File: src/shared/rscf_pkg.sv
package rscf_pkg;
  // ==========================================================
  // bus and register layout
  localparam int RSCF_AW = 4;
  localparam int RSCF_DW = 16;
  localparam int RSCF_CW = 24;
  localparam logic [3:0] RCC_OFS = 4'h0;
  localparam int B_TRAP = 15;
  localparam int B_BAD = 14;
  localparam int B_VREG = 8;
  localparam int B_EXT = 7;
  localparam int B_SWR = 6;
  localparam int B_WDTEN = 5;
  localparam int B_WATCHDOG_TIMEOUT_FLAG = 4;
  localparam int B_SLEEP = 3;
  localparam int B_IDLE = 2;
  localparam int B_BOR = 1;
  localparam int B_POR = 0;
  localparam logic [15:0] RCC_POR_VAL = 16'h0003;
  localparam logic [15:0] RCC_IMPL = 16'hC1FF;
  localparam logic [15:0] RCC_BOR_CLR = 16'hC05C;
  localparam logic [15:0] RCC_ZERO = 16'h0000;
  // ==========================================================
  // timing
  localparam int CLK_MHZ = 200;
  localparam int TPOR_US = 10;
  localparam int TSTART_US = 20;
  localparam int TRST_US = 20;
  localparam int POWER_UP_TIMER_MS = 64;
  localparam int TPOR_CYC = TPOR_US * CLK_MHZ;
  localparam int TSTART_CYC = TSTART_US * CLK_MHZ;
  localparam int TRST_CYC = TRST_US * CLK_MHZ;
  localparam int POWER_UP_TIMER_CYC_DEF = POWER_UP_TIMER_MS * 1000 * CLK_MHZ;
  localparam logic [RSCF_CW-1:0] CNT_ZERO = 24'h000000;
  localparam logic [RSCF_CW-1:0] CNT_ONE = 24'h000001;
  // ==========================================================
  // sequencer states
  typedef enum logic [1:0] {ST_LOAD, ST_PWR, ST_HOLD, ST_RUN} rscf_state_t;

  function automatic logic [15:0] rscf_bit(input int b);
    rscf_bit = 16'h0001 << b;
  endfunction
endpackage

File: src/rscf_top.sv
// Behaviour
// - any active reset source drives the system reset output active
// - seven sources: power-on, brown-out, pin, instruction, watchdog, trap, bad operation
// - each reset kind sets its own flag in the cause register
// - power-on clears all flags except the power-on and brown-out flags at bits 0 and 1
// - software may write any flag; writing never causes a reset
// - bit 15 set by trap conflict, cleared by power-on, brown-out or software
// - bit 14 set by bad operation, cleared by power-on or brown-out
// - bit 7 set by pin reset, cleared by power-on or software, not brown-out
// - bit 6 set by reset instruction, cleared by power-on or brown-out
// - bit 4 set by watchdog time-out, cleared by power-saving, power-on, brown-out
// - bit 3 set on entering sleep, cleared by power-on or brown-out
// - bit 2 set on entering idle, cleared by power-on or brown-out
// - bit 1 set by brown-out or power-on, cleared only by software
// - bit 0 set by power-on; after power-on register reads 0x0003
// - bit 5 enables watchdog; unprogrammed fuse keeps watchdog on regardless
// - bit 8 keeps regulator active in sleep; zero lets it stand by
// - bits 13 to 9 always read as zero
// - control bits keep their value through every reset except power-on
// - pin, watchdog, software, trap, bad-operation resets hold about 20 us
// - after power-up release waits for the power-on delay, then the power-up timer with the regulator off or the start-up delay with it on
//
// Strobed register access and the placing of the registers were decided locally.
module rscf_top
  import rscf_pkg::*;
#(
  parameter int unsigned POWER_UP_TIMER_CYC = rscf_pkg::POWER_UP_TIMER_CYC_DEF
)
(
  // clock, reset, enable
  input wire logic CLOCK_I,
  input wire logic RESETN_I,
  input wire logic CE_I,
  // reset sources
  input wire logic BROWN_OUT_RESET_I,
  input wire logic MASTER_CLEAR_PIN_I,
  input wire logic RESET_INSTR_I,
  input wire logic WATCHDOG_TIMEOUT_I,
  input wire logic TRAP_CONFLICT_I,
  input wire logic BAD_OPERATION_I,
  // power-saving instruction events
  input wire logic POWER_SAVING_SLEEP_I,
  input wire logic POWER_SAVING_IDLE_I,
  // configuration
  input wire logic WATCHDOG_FUSE_ENABLE_I,
  input wire logic REGULATOR_ENABLE_I,
  // register port
  input wire logic [rscf_pkg::RSCF_AW-1:0] ADDR_I,
  input wire logic [rscf_pkg::RSCF_DW-1:0] WDATA_I,
  input wire logic WR_I,
  input wire logic RD_I,
  output logic [rscf_pkg::RSCF_DW-1:0] RDATA_O,
  // system outputs
  output logic SYSTEM_RESET_OUT_O,
  output logic WATCHDOG_ENABLE_O,
  output logic REGULATOR_SLEEP_KEEP_O
);
  import rscf_pkg::*;

  // ==========================================================
  // source decode
  logic [15:0] rcc_r;
  logic [15:0] rcc_nxt;
  logic [15:0] rdata_r;
  logic [15:0] rdata_nxt;
  rscf_state_t state_r;
  rscf_state_t state_nxt;
  logic [RSCF_CW-1:0] cnt_r;
  logic [RSCF_CW-1:0] cnt_nxt;
  logic sys_rst_r;
  logic sys_rst_nxt;
  logic wdt_en_r;
  logic wdt_en_nxt;
  logic vreg_r;
  wire hold_src;
  wire any_src;
  wire wr_hit;
  wire rd_hit;
  wire power_saving_instruction;
  wire [15:0] set_v;
  wire [15:0] clr_v;
  wire [15:0] base_v;
  wire [RSCF_CW-1:0] start_cyc;
  wire [RSCF_CW-1:0] long_load;
  wire [RSCF_CW-1:0] trst_load;

  assign hold_src = MASTER_CLEAR_PIN_I | RESET_INSTR_I | WATCHDOG_TIMEOUT_I
                  | TRAP_CONFLICT_I | BAD_OPERATION_I;
  assign any_src = hold_src | BROWN_OUT_RESET_I;
  assign power_saving_instruction = POWER_SAVING_SLEEP_I | POWER_SAVING_IDLE_I;
  assign wr_hit = WR_I && (ADDR_I == RCC_OFS);
  assign rd_hit = RD_I && (ADDR_I == RCC_OFS);

  // ==========================================================
  // cause flags
  // every source has its own bit, so sources in one cycle all land
  assign set_v = (TRAP_CONFLICT_I ? rscf_bit(B_TRAP) : RCC_ZERO)
               | (BAD_OPERATION_I ? rscf_bit(B_BAD) : RCC_ZERO)
               | (MASTER_CLEAR_PIN_I ? rscf_bit(B_EXT) : RCC_ZERO)
               | (RESET_INSTR_I ? rscf_bit(B_SWR) : RCC_ZERO)
               | (WATCHDOG_TIMEOUT_I ? rscf_bit(B_WATCHDOG_TIMEOUT_FLAG) : RCC_ZERO)
               | (POWER_SAVING_SLEEP_I ? rscf_bit(B_SLEEP) : RCC_ZERO)
               | (POWER_SAVING_IDLE_I ? rscf_bit(B_IDLE) : RCC_ZERO)
               | (BROWN_OUT_RESET_I ? rscf_bit(B_BOR) : RCC_ZERO);

  // brown-out spares the pin flag, the brown-out flag and the controls
  assign clr_v = (BROWN_OUT_RESET_I ? RCC_BOR_CLR : RCC_ZERO)
               | (power_saving_instruction ? rscf_bit(B_WATCHDOG_TIMEOUT_FLAG) : RCC_ZERO);

  // a write only stores bits, it never feeds the sequencer
  assign base_v = wr_hit ? (WDATA_I & RCC_IMPL) : rcc_r;

  // set wins over any clear in the same cycle
  assign rcc_nxt = ((base_v & ~clr_v) | set_v) & RCC_IMPL;

  // ==========================================================
  // release sequencer
  // regulator off means the long power-up timer replaces the short start-up
  assign start_cyc = REGULATOR_ENABLE_I ? RSCF_CW'(TSTART_CYC) : RSCF_CW'(POWER_UP_TIMER_CYC);
  assign long_load = RSCF_CW'(TPOR_CYC) + start_cyc - CNT_ONE;
  assign trst_load = RSCF_CW'(TRST_CYC) - CNT_ONE;

  always_comb
  begin
    state_nxt = state_r;
    cnt_nxt = cnt_r;
    case (state_r)
      ST_LOAD:
      begin
        cnt_nxt = long_load;
        state_nxt = ST_PWR;
      end
      ST_PWR:
      begin
        if (cnt_r == CNT_ZERO)
        begin
          cnt_nxt = trst_load;
          state_nxt = ST_HOLD;
        end
        else
        begin
          cnt_nxt = cnt_r - CNT_ONE;
        end
      end
      ST_HOLD:
      begin
        if (cnt_r == CNT_ZERO)
        begin
          state_nxt = ST_RUN;
        end
        else
        begin
          cnt_nxt = cnt_r - CNT_ONE;
        end
      end
      ST_RUN:
      begin
        state_nxt = ST_RUN;
      end
      default:
      begin
        state_nxt = ST_LOAD;
      end
    endcase
    // a source still active keeps reloading, so timing starts at its release
    if (BROWN_OUT_RESET_I)
    begin
      state_nxt = ST_LOAD;
    end
    else if (hold_src && (state_r == ST_HOLD || state_r == ST_RUN))
    begin
      state_nxt = ST_HOLD;
      cnt_nxt = trst_load;
    end
  end

  assign sys_rst_nxt = any_src || (state_nxt != ST_RUN);
  assign wdt_en_nxt = WATCHDOG_FUSE_ENABLE_I | rcc_r[B_WDTEN];
  assign rdata_nxt = rd_hit ? rcc_r : RCC_ZERO;

  // ==========================================================
  // registers
  // the synchronous reset is the power-on event for this block
  always_ff @(posedge CLOCK_I)
  begin
    if (!RESETN_I)
    begin
      rcc_r <= RCC_POR_VAL;
      state_r <= ST_LOAD;
      cnt_r <= CNT_ZERO;
    end
    else if (CE_I)
    begin
      rcc_r <= rcc_nxt;
      state_r <= state_nxt;
      cnt_r <= cnt_nxt;
    end
  end

  // watchdog enable leaves reset on, as the fuse is not yet sampled
  always_ff @(posedge CLOCK_I)
  begin
    if (!RESETN_I)
    begin
      sys_rst_r <= 1'b1;
      wdt_en_r <= 1'b1;
      vreg_r <= 1'b0;
      rdata_r <= RCC_ZERO;
    end
    else if (CE_I)
    begin
      sys_rst_r <= sys_rst_nxt;
      wdt_en_r <= wdt_en_nxt;
      vreg_r <= rcc_r[B_VREG];
      rdata_r <= rdata_nxt;
    end
  end

  assign SYSTEM_RESET_OUT_O = sys_rst_r;
  assign WATCHDOG_ENABLE_O = wdt_en_r;
  assign REGULATOR_SLEEP_KEEP_O = vreg_r;
  assign RDATA_O = rdata_r;
endmodule // rscf_top

File: config.mk
export PLATFORM = sky130hd
export DESIGN_NAME = rscf_top
export DESIGN_NICKNAME = d
export VERILOG_FILES = /design/src/shared/rscf_pkg.sv /design/src/rscf_top.sv
export SDC_FILE = /design/constraint.sdc
export NUM_CORES = 1
export LEC_CHECK = 0
export ABC_AREA = 1
export CAP_MARGIN = 5
export CORE_ASPECT_RATIO = 2
export CORE_MARGIN = 2
export CORE_UTILIZATION = 65
export CTS_CLUSTER_SIZE = 16
export DETAILED_ROUTE_END_ITERATION = 10
export DONT_BUFFER_PORTS = 1
export GPL_ROUTABILITY_DRIVEN = 0
export GPL_TIMING_DRIVEN = 0
export PLACE_DENSITY = 0.81
export REMOVE_ABC_BUFFERS = 1
export SYNTH_ARGS = -nofsm -noshare
export SYNTH_HDL_FRONTEND = slang
export SYNTH_SLANG_ARGS = --single-unit
File: constraint.sdc
create_clock -name CLOCK_I -period 4 [get_ports CLOCK_I]
set_input_delay 0.6 -clock CLOCK_I [delete_from_list [all_inputs] [get_ports CLOCK_I]]
set_output_delay 0.6 -clock CLOCK_I [all_outputs]
set_load 0.05 [all_outputs]
* Yosys cells after proc, flatten, opt, wreduce, memory -nomap -nowiden
Index checks and enable logic that the tools add are counted.
** Storage, ports and cells
- Memories kept :: 0
- Logic and storage cells :: 63
- RAM bits :: 0
- Input bits :: 35
- Register bits after elaboration :: 56
- Latch bits :: 0
- Memory bits (read-only) :: 0
** Cells by class
- Reduce and logical (&&, ||, !) cells :: 8
- Bitwise operators :: 18
- Magnitude comparators :: 0
- Div/mod/pow operators :: 0
- Add/subtract/negate cells :: 3
- Shift operators :: 0
- Equality and inequality tests :: 4
- $mul :: 0
- Mux-type cells :: 23
** Operator list (number)
- two-way mux 24 bit :: 5
- case mux 24 bit (3 select lines) :: 1
- two-way mux 16 bit :: 4
- subtractor 24 x 1 -> 24 bit (second input constant) :: 2
- OR 16 x 5 -> 16 bit :: 2
- adder 11 x 24 -> 24 bit (first input constant) :: 1
- logical NOT 24 bit :: 1
- AND 16 bit :: 1
- inverter 16 bit :: 1
- OR 16 x 15 -> 16 bit :: 1
- OR 16 bit :: 1
- OR 16 x 2 -> 16 bit :: 1
- OR 16 x 3 -> 16 bit :: 1
- OR 16 x 4 -> 16 bit :: 1
- OR 16 x 7 -> 16 bit :: 1
- OR 16 x 8 -> 16 bit :: 1
- two-way mux 15 bit :: 1
- two-way mux 2 bit :: 5
- two-way mux 5 bit :: 2
- two-way mux 8 bit :: 1
- case mux 2 bit (4 select lines) :: 1
- two-way mux 7 bit :: 1
- OR 1 bit :: 7
- == test 2 bit (second input constant) :: 2
- other kinds (8) :: 11

* Logic depth before layout (Yosys ltp)
- Word-level depth :: 9
- Gate-level depth with buffers :: 13

* Worst setup path after synthesis
OpenSTA, ideal clock, no wires.
- Path type :: register -> register
- Start :: register cnt_r[0]
- End :: register cnt_r[0]
- Path buffers :: 0
- Setup time :: 0.132 ns
- Setup slack :: 2.187 ns
- Stages on the path, launching flop included :: 13
- Data arrival time :: 1.681 ns
- Required time :: 3.868 ns
- Period minus slack after synthesis :: 1.813 ns
- Path through :: dfxtp_1 inv_1 ha_1 nand2_1 nor2_1 nand2_1 nor2_1 nand2_1 ha_1 o21ai_0 o21ai_0 o21ai_0 a21oi_1
** Between the ends
- Cells in the longest elaborated chain, start to end :: 5
- Elaborated cells between the ends (all ways) :: 7
** RTL lines
- start: declaration :: line rscf_top.sv:68 : logic [RSCF_CW-1:0] cnt_r;
- start signal: assignment :: line rscf_top.sv:196 : cnt_r <= cnt_nxt;
- subtractor 24 x 1 -> 24 bit / logical NOT 24 bit (equally long branches)
- two-way mux 24 bit, on equally long branches :: line rscf_top.sv:147, rscf_top.sv:135
- case mux 24 bit (3 select lines) (*) :: line rscf_top.sv:127 : case (state_r)
- two-way mux 24 bit :: line rscf_top.sv:170 : else if (hold_src && (state_r == ST_HOLD || state_r == ST_RUN))
- two-way mux 24 bit (*) :: line rscf_top.sv:166 : if (BROWN_OUT_RESET_I)
Mark *: on every way between the ends. The rest lies on a longest branch, timed or not.
A chain may end at the register's enable or synchronous reset.

==> qor.tcl <==
set qor(hpwl_mm) 6.397
set qor(detailedRoute.firstIterationViolations) 82
set qor(yosys.cell_types.count) 37
set qor(io_buffer_count) 0
set qor(run_status) {finished clean}
set qor(ctsHtreeMaxLevel) 2
set qor(crit_start) {CE_I}
set qor(top_level_ports) 54
set qor(detailroute.wirelength.met2_mm) 4.843
set qor(total_drc_errors_in_the_routed_layout) 0
set qor(relSlewSlack) 0.3011
set qor(y_dimension_of_the_die_um) 105.0
set qor(dieWidth_um) 54.52
set qor(max_stage_delay_ns) 0.78
set qor(insertedDiodeCount) 0
set qor(antenna_violations_before_repair) 0
set qor(tritoncts_num_sinks) 51
set qor(layout-drive-gt1-share) 0.06004
set qor(p_leak_nw) 1.556
set qor(crit_family) {buffers and inverters}
set qor(mostFrequentLayoutCell) {sky130_fd_sc_hd__nand2_1}
set qor(cts_post_setup_buffers_inserted) 0
set qor(cts-hold-fix-buffers) 0
set qor(via_count) 3411
set qor(synth_area_per_cell_sq_um) 6.088
set qor(r2r_setup_slack_ns) 1.74
set qor(crit-reg2reg-launch) {state_r[1]$_SDFFE_PN0P_}
set qor(rsz0062_at_grt) {false}
set qor(max_freq_ghz) 0.4182
set qor(ctsResizeCount) 0
set qor(fp-row-count) 36
set qor(finalCritPeriodShare) 0.5978
set qor(floorplan.initialDensity) 0.6758
set qor(crit_chain) {clkinv_1, nor2_1, inv_1, o211ai_1, a21oi_1}
set qor(route.detailed.wl_per_inst_um) 15.04
set qor(clockRootBuffer) {sky130_fd_sc_hd__clkbuf_8}
set qor(hold_start) {RESETN_I}
set qor(report.final.hold_viol_count) 0
set qor(worstSetupEndpoint) {rcc_r[15]$_SDFFE_PN0P_}
set qor(largest_net_degree_at_the_start_of_global_routing) 40
set qor(worst-slew-pin-transition_ns) 1.042
set qor(hp-class) {in -> reg}
set qor(start_kind) {input port}
set qor(setup.worst_path.class) {in -> reg}
set qor(n_fill_cell) 478
set qor(worstReg2RegEnd) {cnt_r[20]$_SDFFE_PN0P_}
set qor(cts_tree) {yes}
set qor(core-area_sq_um) 4910
set qor(critPathCaptureType) {flop}
set qor(detail_route.first_pass.iterations) 4
set qor(peak_ir_drop_on_the_vdd_network_mv) 0.3441
set qor(synth_seq_cells) 51
set qor(insertion_delay_ns) 0.33
set qor(area_delta_synth_final_pct) 1.810
set qor(die_area_sq_um) 5727
set qor(layout.cells.most_common_list) {sky130_fd_sc_hd__nand2_1 (154), sky130_fd_sc_hd__nor2_1 (62), sky130_fd_sc_hd__inv_1 (61)}
set qor(global_route.usage.total) 0.3390
set qor(reg2regPathDepth) 9
set qor(cts.path.max_buffers) 2
set qor(wirelength_mm) 8.871
set qor(syn-instance-count) 545
set qor(drv_cap) 0
set qor(fin_worst_hold_slack_ns) 0.3401
set qor(path_max_fanout) 39
set qor(timing.final.max_slew_violations) 0
set qor(fin_worst_skew_ns) 0.01469
set qor(critical_path_depth) 5
set qor(power.density_cell_area_nw_per_um2) 332.0
set qor(final-setup-viol-count) 0
set qor(first_pass_grt_wire_length_mm) 14.43
set qor(first_global_vias) 3215
set qor(met3_length_um) 401
set qor(antenna_left) 0
set qor(final.min_clock_period_ns) 2.391
set qor(maxUsedRoutingLayer) {met4}
set qor(worst-endpoint-required_ns) 4.18
set qor(path_clk_slew_ns) 0.11
set qor(yosys_warnings) 0
set qor(grt-ovfl-total) 0
set qor(crit_arrival_ns) 2.57
set qor(synth.top_cell.area_share) 0.3077
set qor(synth_top_area_cell) {sky130_fd_sc_hd__dfxtp_1}
set qor(post_route_m1_wl_mm) 3.154
set qor(number_of_nets_in_the_finished_design) 570
set qor(cts_inserted_buffers) 5
set qor(mappedNetlistArea_sq_um) 3318
set qor(cp_slowest_cell) {sky130_fd_sc_hd__clkinv_1}
set qor(synth.yosys.seq_area_share) 0.3077
set qor(routed_via_density) 5.781
set qor(post_synth_main_area_contributors) {sky130_fd_sc_hd__dfxtp_1 (31%), sky130_fd_sc_hd__nand2_1 (17%), sky130_fd_sc_hd__nor2_1 (7.0%)}
set qor(fin_setup_tns_ns) 0
set qor(cp.buffers_inverters) 2
per-stage QoR:
stage          cells  worst slack [ns]  power [mW]  cell area (sq um)    util
6_report         590             1.609       1.122               3378  0.6881
5_1_grt          590             1.420       1.165               3378  0.6881
4_1_cts          590             1.636       1.117               3378  0.6881
3_5_place_dp     582             1.263      0.7918               3283  0.6687
3_3_place_gp     582             1.289      0.7852               3283  0.6687
2_1_floorplan    525             2.027      0.7450               3212       -
area by class of cell:
class,count,area (sq um),area share
Tap cell,57,71.32,0.02111
Clock buffer,5,68.82,0.02037
Sequential cell,51,1021,0.3022
Clock inverter,3,26.28,0.007778
Inverter,63,236.5,0.07000
Multi-Input combinational cell,411,1954,0.5785
worst min-delay path by stage:
stage | depth (start not counted) | endpoint
after floorplan | 2 | rcc_r[0]$_SDFFE_PN1P_
after global placement | 2 | rcc_r[0]$_SDFFE_PN1P_
after detailed placement | 2 | rcc_r[0]$_SDFFE_PN1P_
after CTS | 1 | SYSTEM_RESET_OUT_O$_SDFFE_PN1P_
after global routing | 1 | rcc_r[0]$_SDFFE_PN1P_
final | 1 | SYSTEM_RESET_OUT_O$_SDFFE_PN1P_
cell usage after synthesis:
cell type,n
sky130_fd_sc_hd__nand2_1,154
sky130_fd_sc_hd__nor2_1,62
sky130_fd_sc_hd__inv_1,61
sky130_fd_sc_hd__dfxtp_1,51
sky130_fd_sc_hd__a21oi_1,45
sky130_fd_sc_hd__nand3_1,42
sky130_fd_sc_hd__o21ai_0,36
sky130_fd_sc_hd__nand4_1,15
sky130_fd_sc_hd__clkbuf_1,13
sky130_fd_sc_hd__nor2_2,11
sky130_fd_sc_hd__buf_4,5
sky130_fd_sc_hd__o211ai_1,5
sky130_fd_sc_hd__a211oi_1,4
sky130_fd_sc_hd__buf_2,4
sky130_fd_sc_hd__nor2_4,4
sky130_fd_sc_hd__nor3_1,4
sky130_fd_sc_hd__o21ai_1,4
sky130_fd_sc_hd__ha_1,3
sky130_fd_sc_hd__nand2_2,3
sky130_fd_sc_hd__nor3b_1,2
sky130_fd_sc_hd__a31oi_1,1
sky130_fd_sc_hd__buf_1,1
sky130_fd_sc_hd__buf_6,1
sky130_fd_sc_hd__clkinv_1,1
sky130_fd_sc_hd__conb_1,1
sky130_fd_sc_hd__inv_2,1
sky130_fd_sc_hd__nand2_4,1
sky130_fd_sc_hd__nand3_2,1
sky130_fd_sc_hd__nand3_4,1
sky130_fd_sc_hd__nand3b_1,1
sky130_fd_sc_hd__nor2_8,1
sky130_fd_sc_hd__o2111ai_1,1
sky130_fd_sc_hd__o21a_1,1
sky130_fd_sc_hd__o21ai_2,1
sky130_fd_sc_hd__o21bai_1,1
sky130_fd_sc_hd__xnor2_1,1
sky130_fd_sc_hd__xor2_1,1
where the power goes:
group / internal [mW] / leakage, nW / switching, mW
Combinational: 0.0632 / 1.09 / 0.149
Clock: 0.129 / 0.0491 / 0.208
Sequential: 0.531 / 0.419 / 0.0411
Total: 0.724 / 1.56 / 0.398
registers in the layout, summed over array words and instances, names as in the netlist:
register,cells
SYSTEM_RESET_OUT_O,1
cnt_r,24
rcc_r,11
REGULATOR_SLEEP_KEEP_O,1
WATCHDOG_ENABLE_O,1
state_r,2
RDATA_O,11
layer usage:
| metal | track usage | up-vias |
|---|---|---|
| met5 | 0 | - |
| met4 | 0.1893 | 0 |
| met3 | 0.06857 | 35 |
| met2 | 0.5990 | 115 |
| met1 | 0.3403 | 1539 |
| li1 | - | 1722 |
cell families (layout without fill, tap and decap cells):
family | after synthesis | after routing | share of synthesized area
compound gates | 99 | 99 | 0.1603
xor+xnor | 2 | 2 | 0.005280
buf+inv | 87 | 71 | 0.1078
other cells | 1 | 5 | 0.001130
simple gates | 302 | 302 | 0.4065
flops | 51 | 51 | 0.3077
fa+ha+maj | 3 | 3 | 0.01131
No activity file was read; power rests on OpenSTA's default activity.
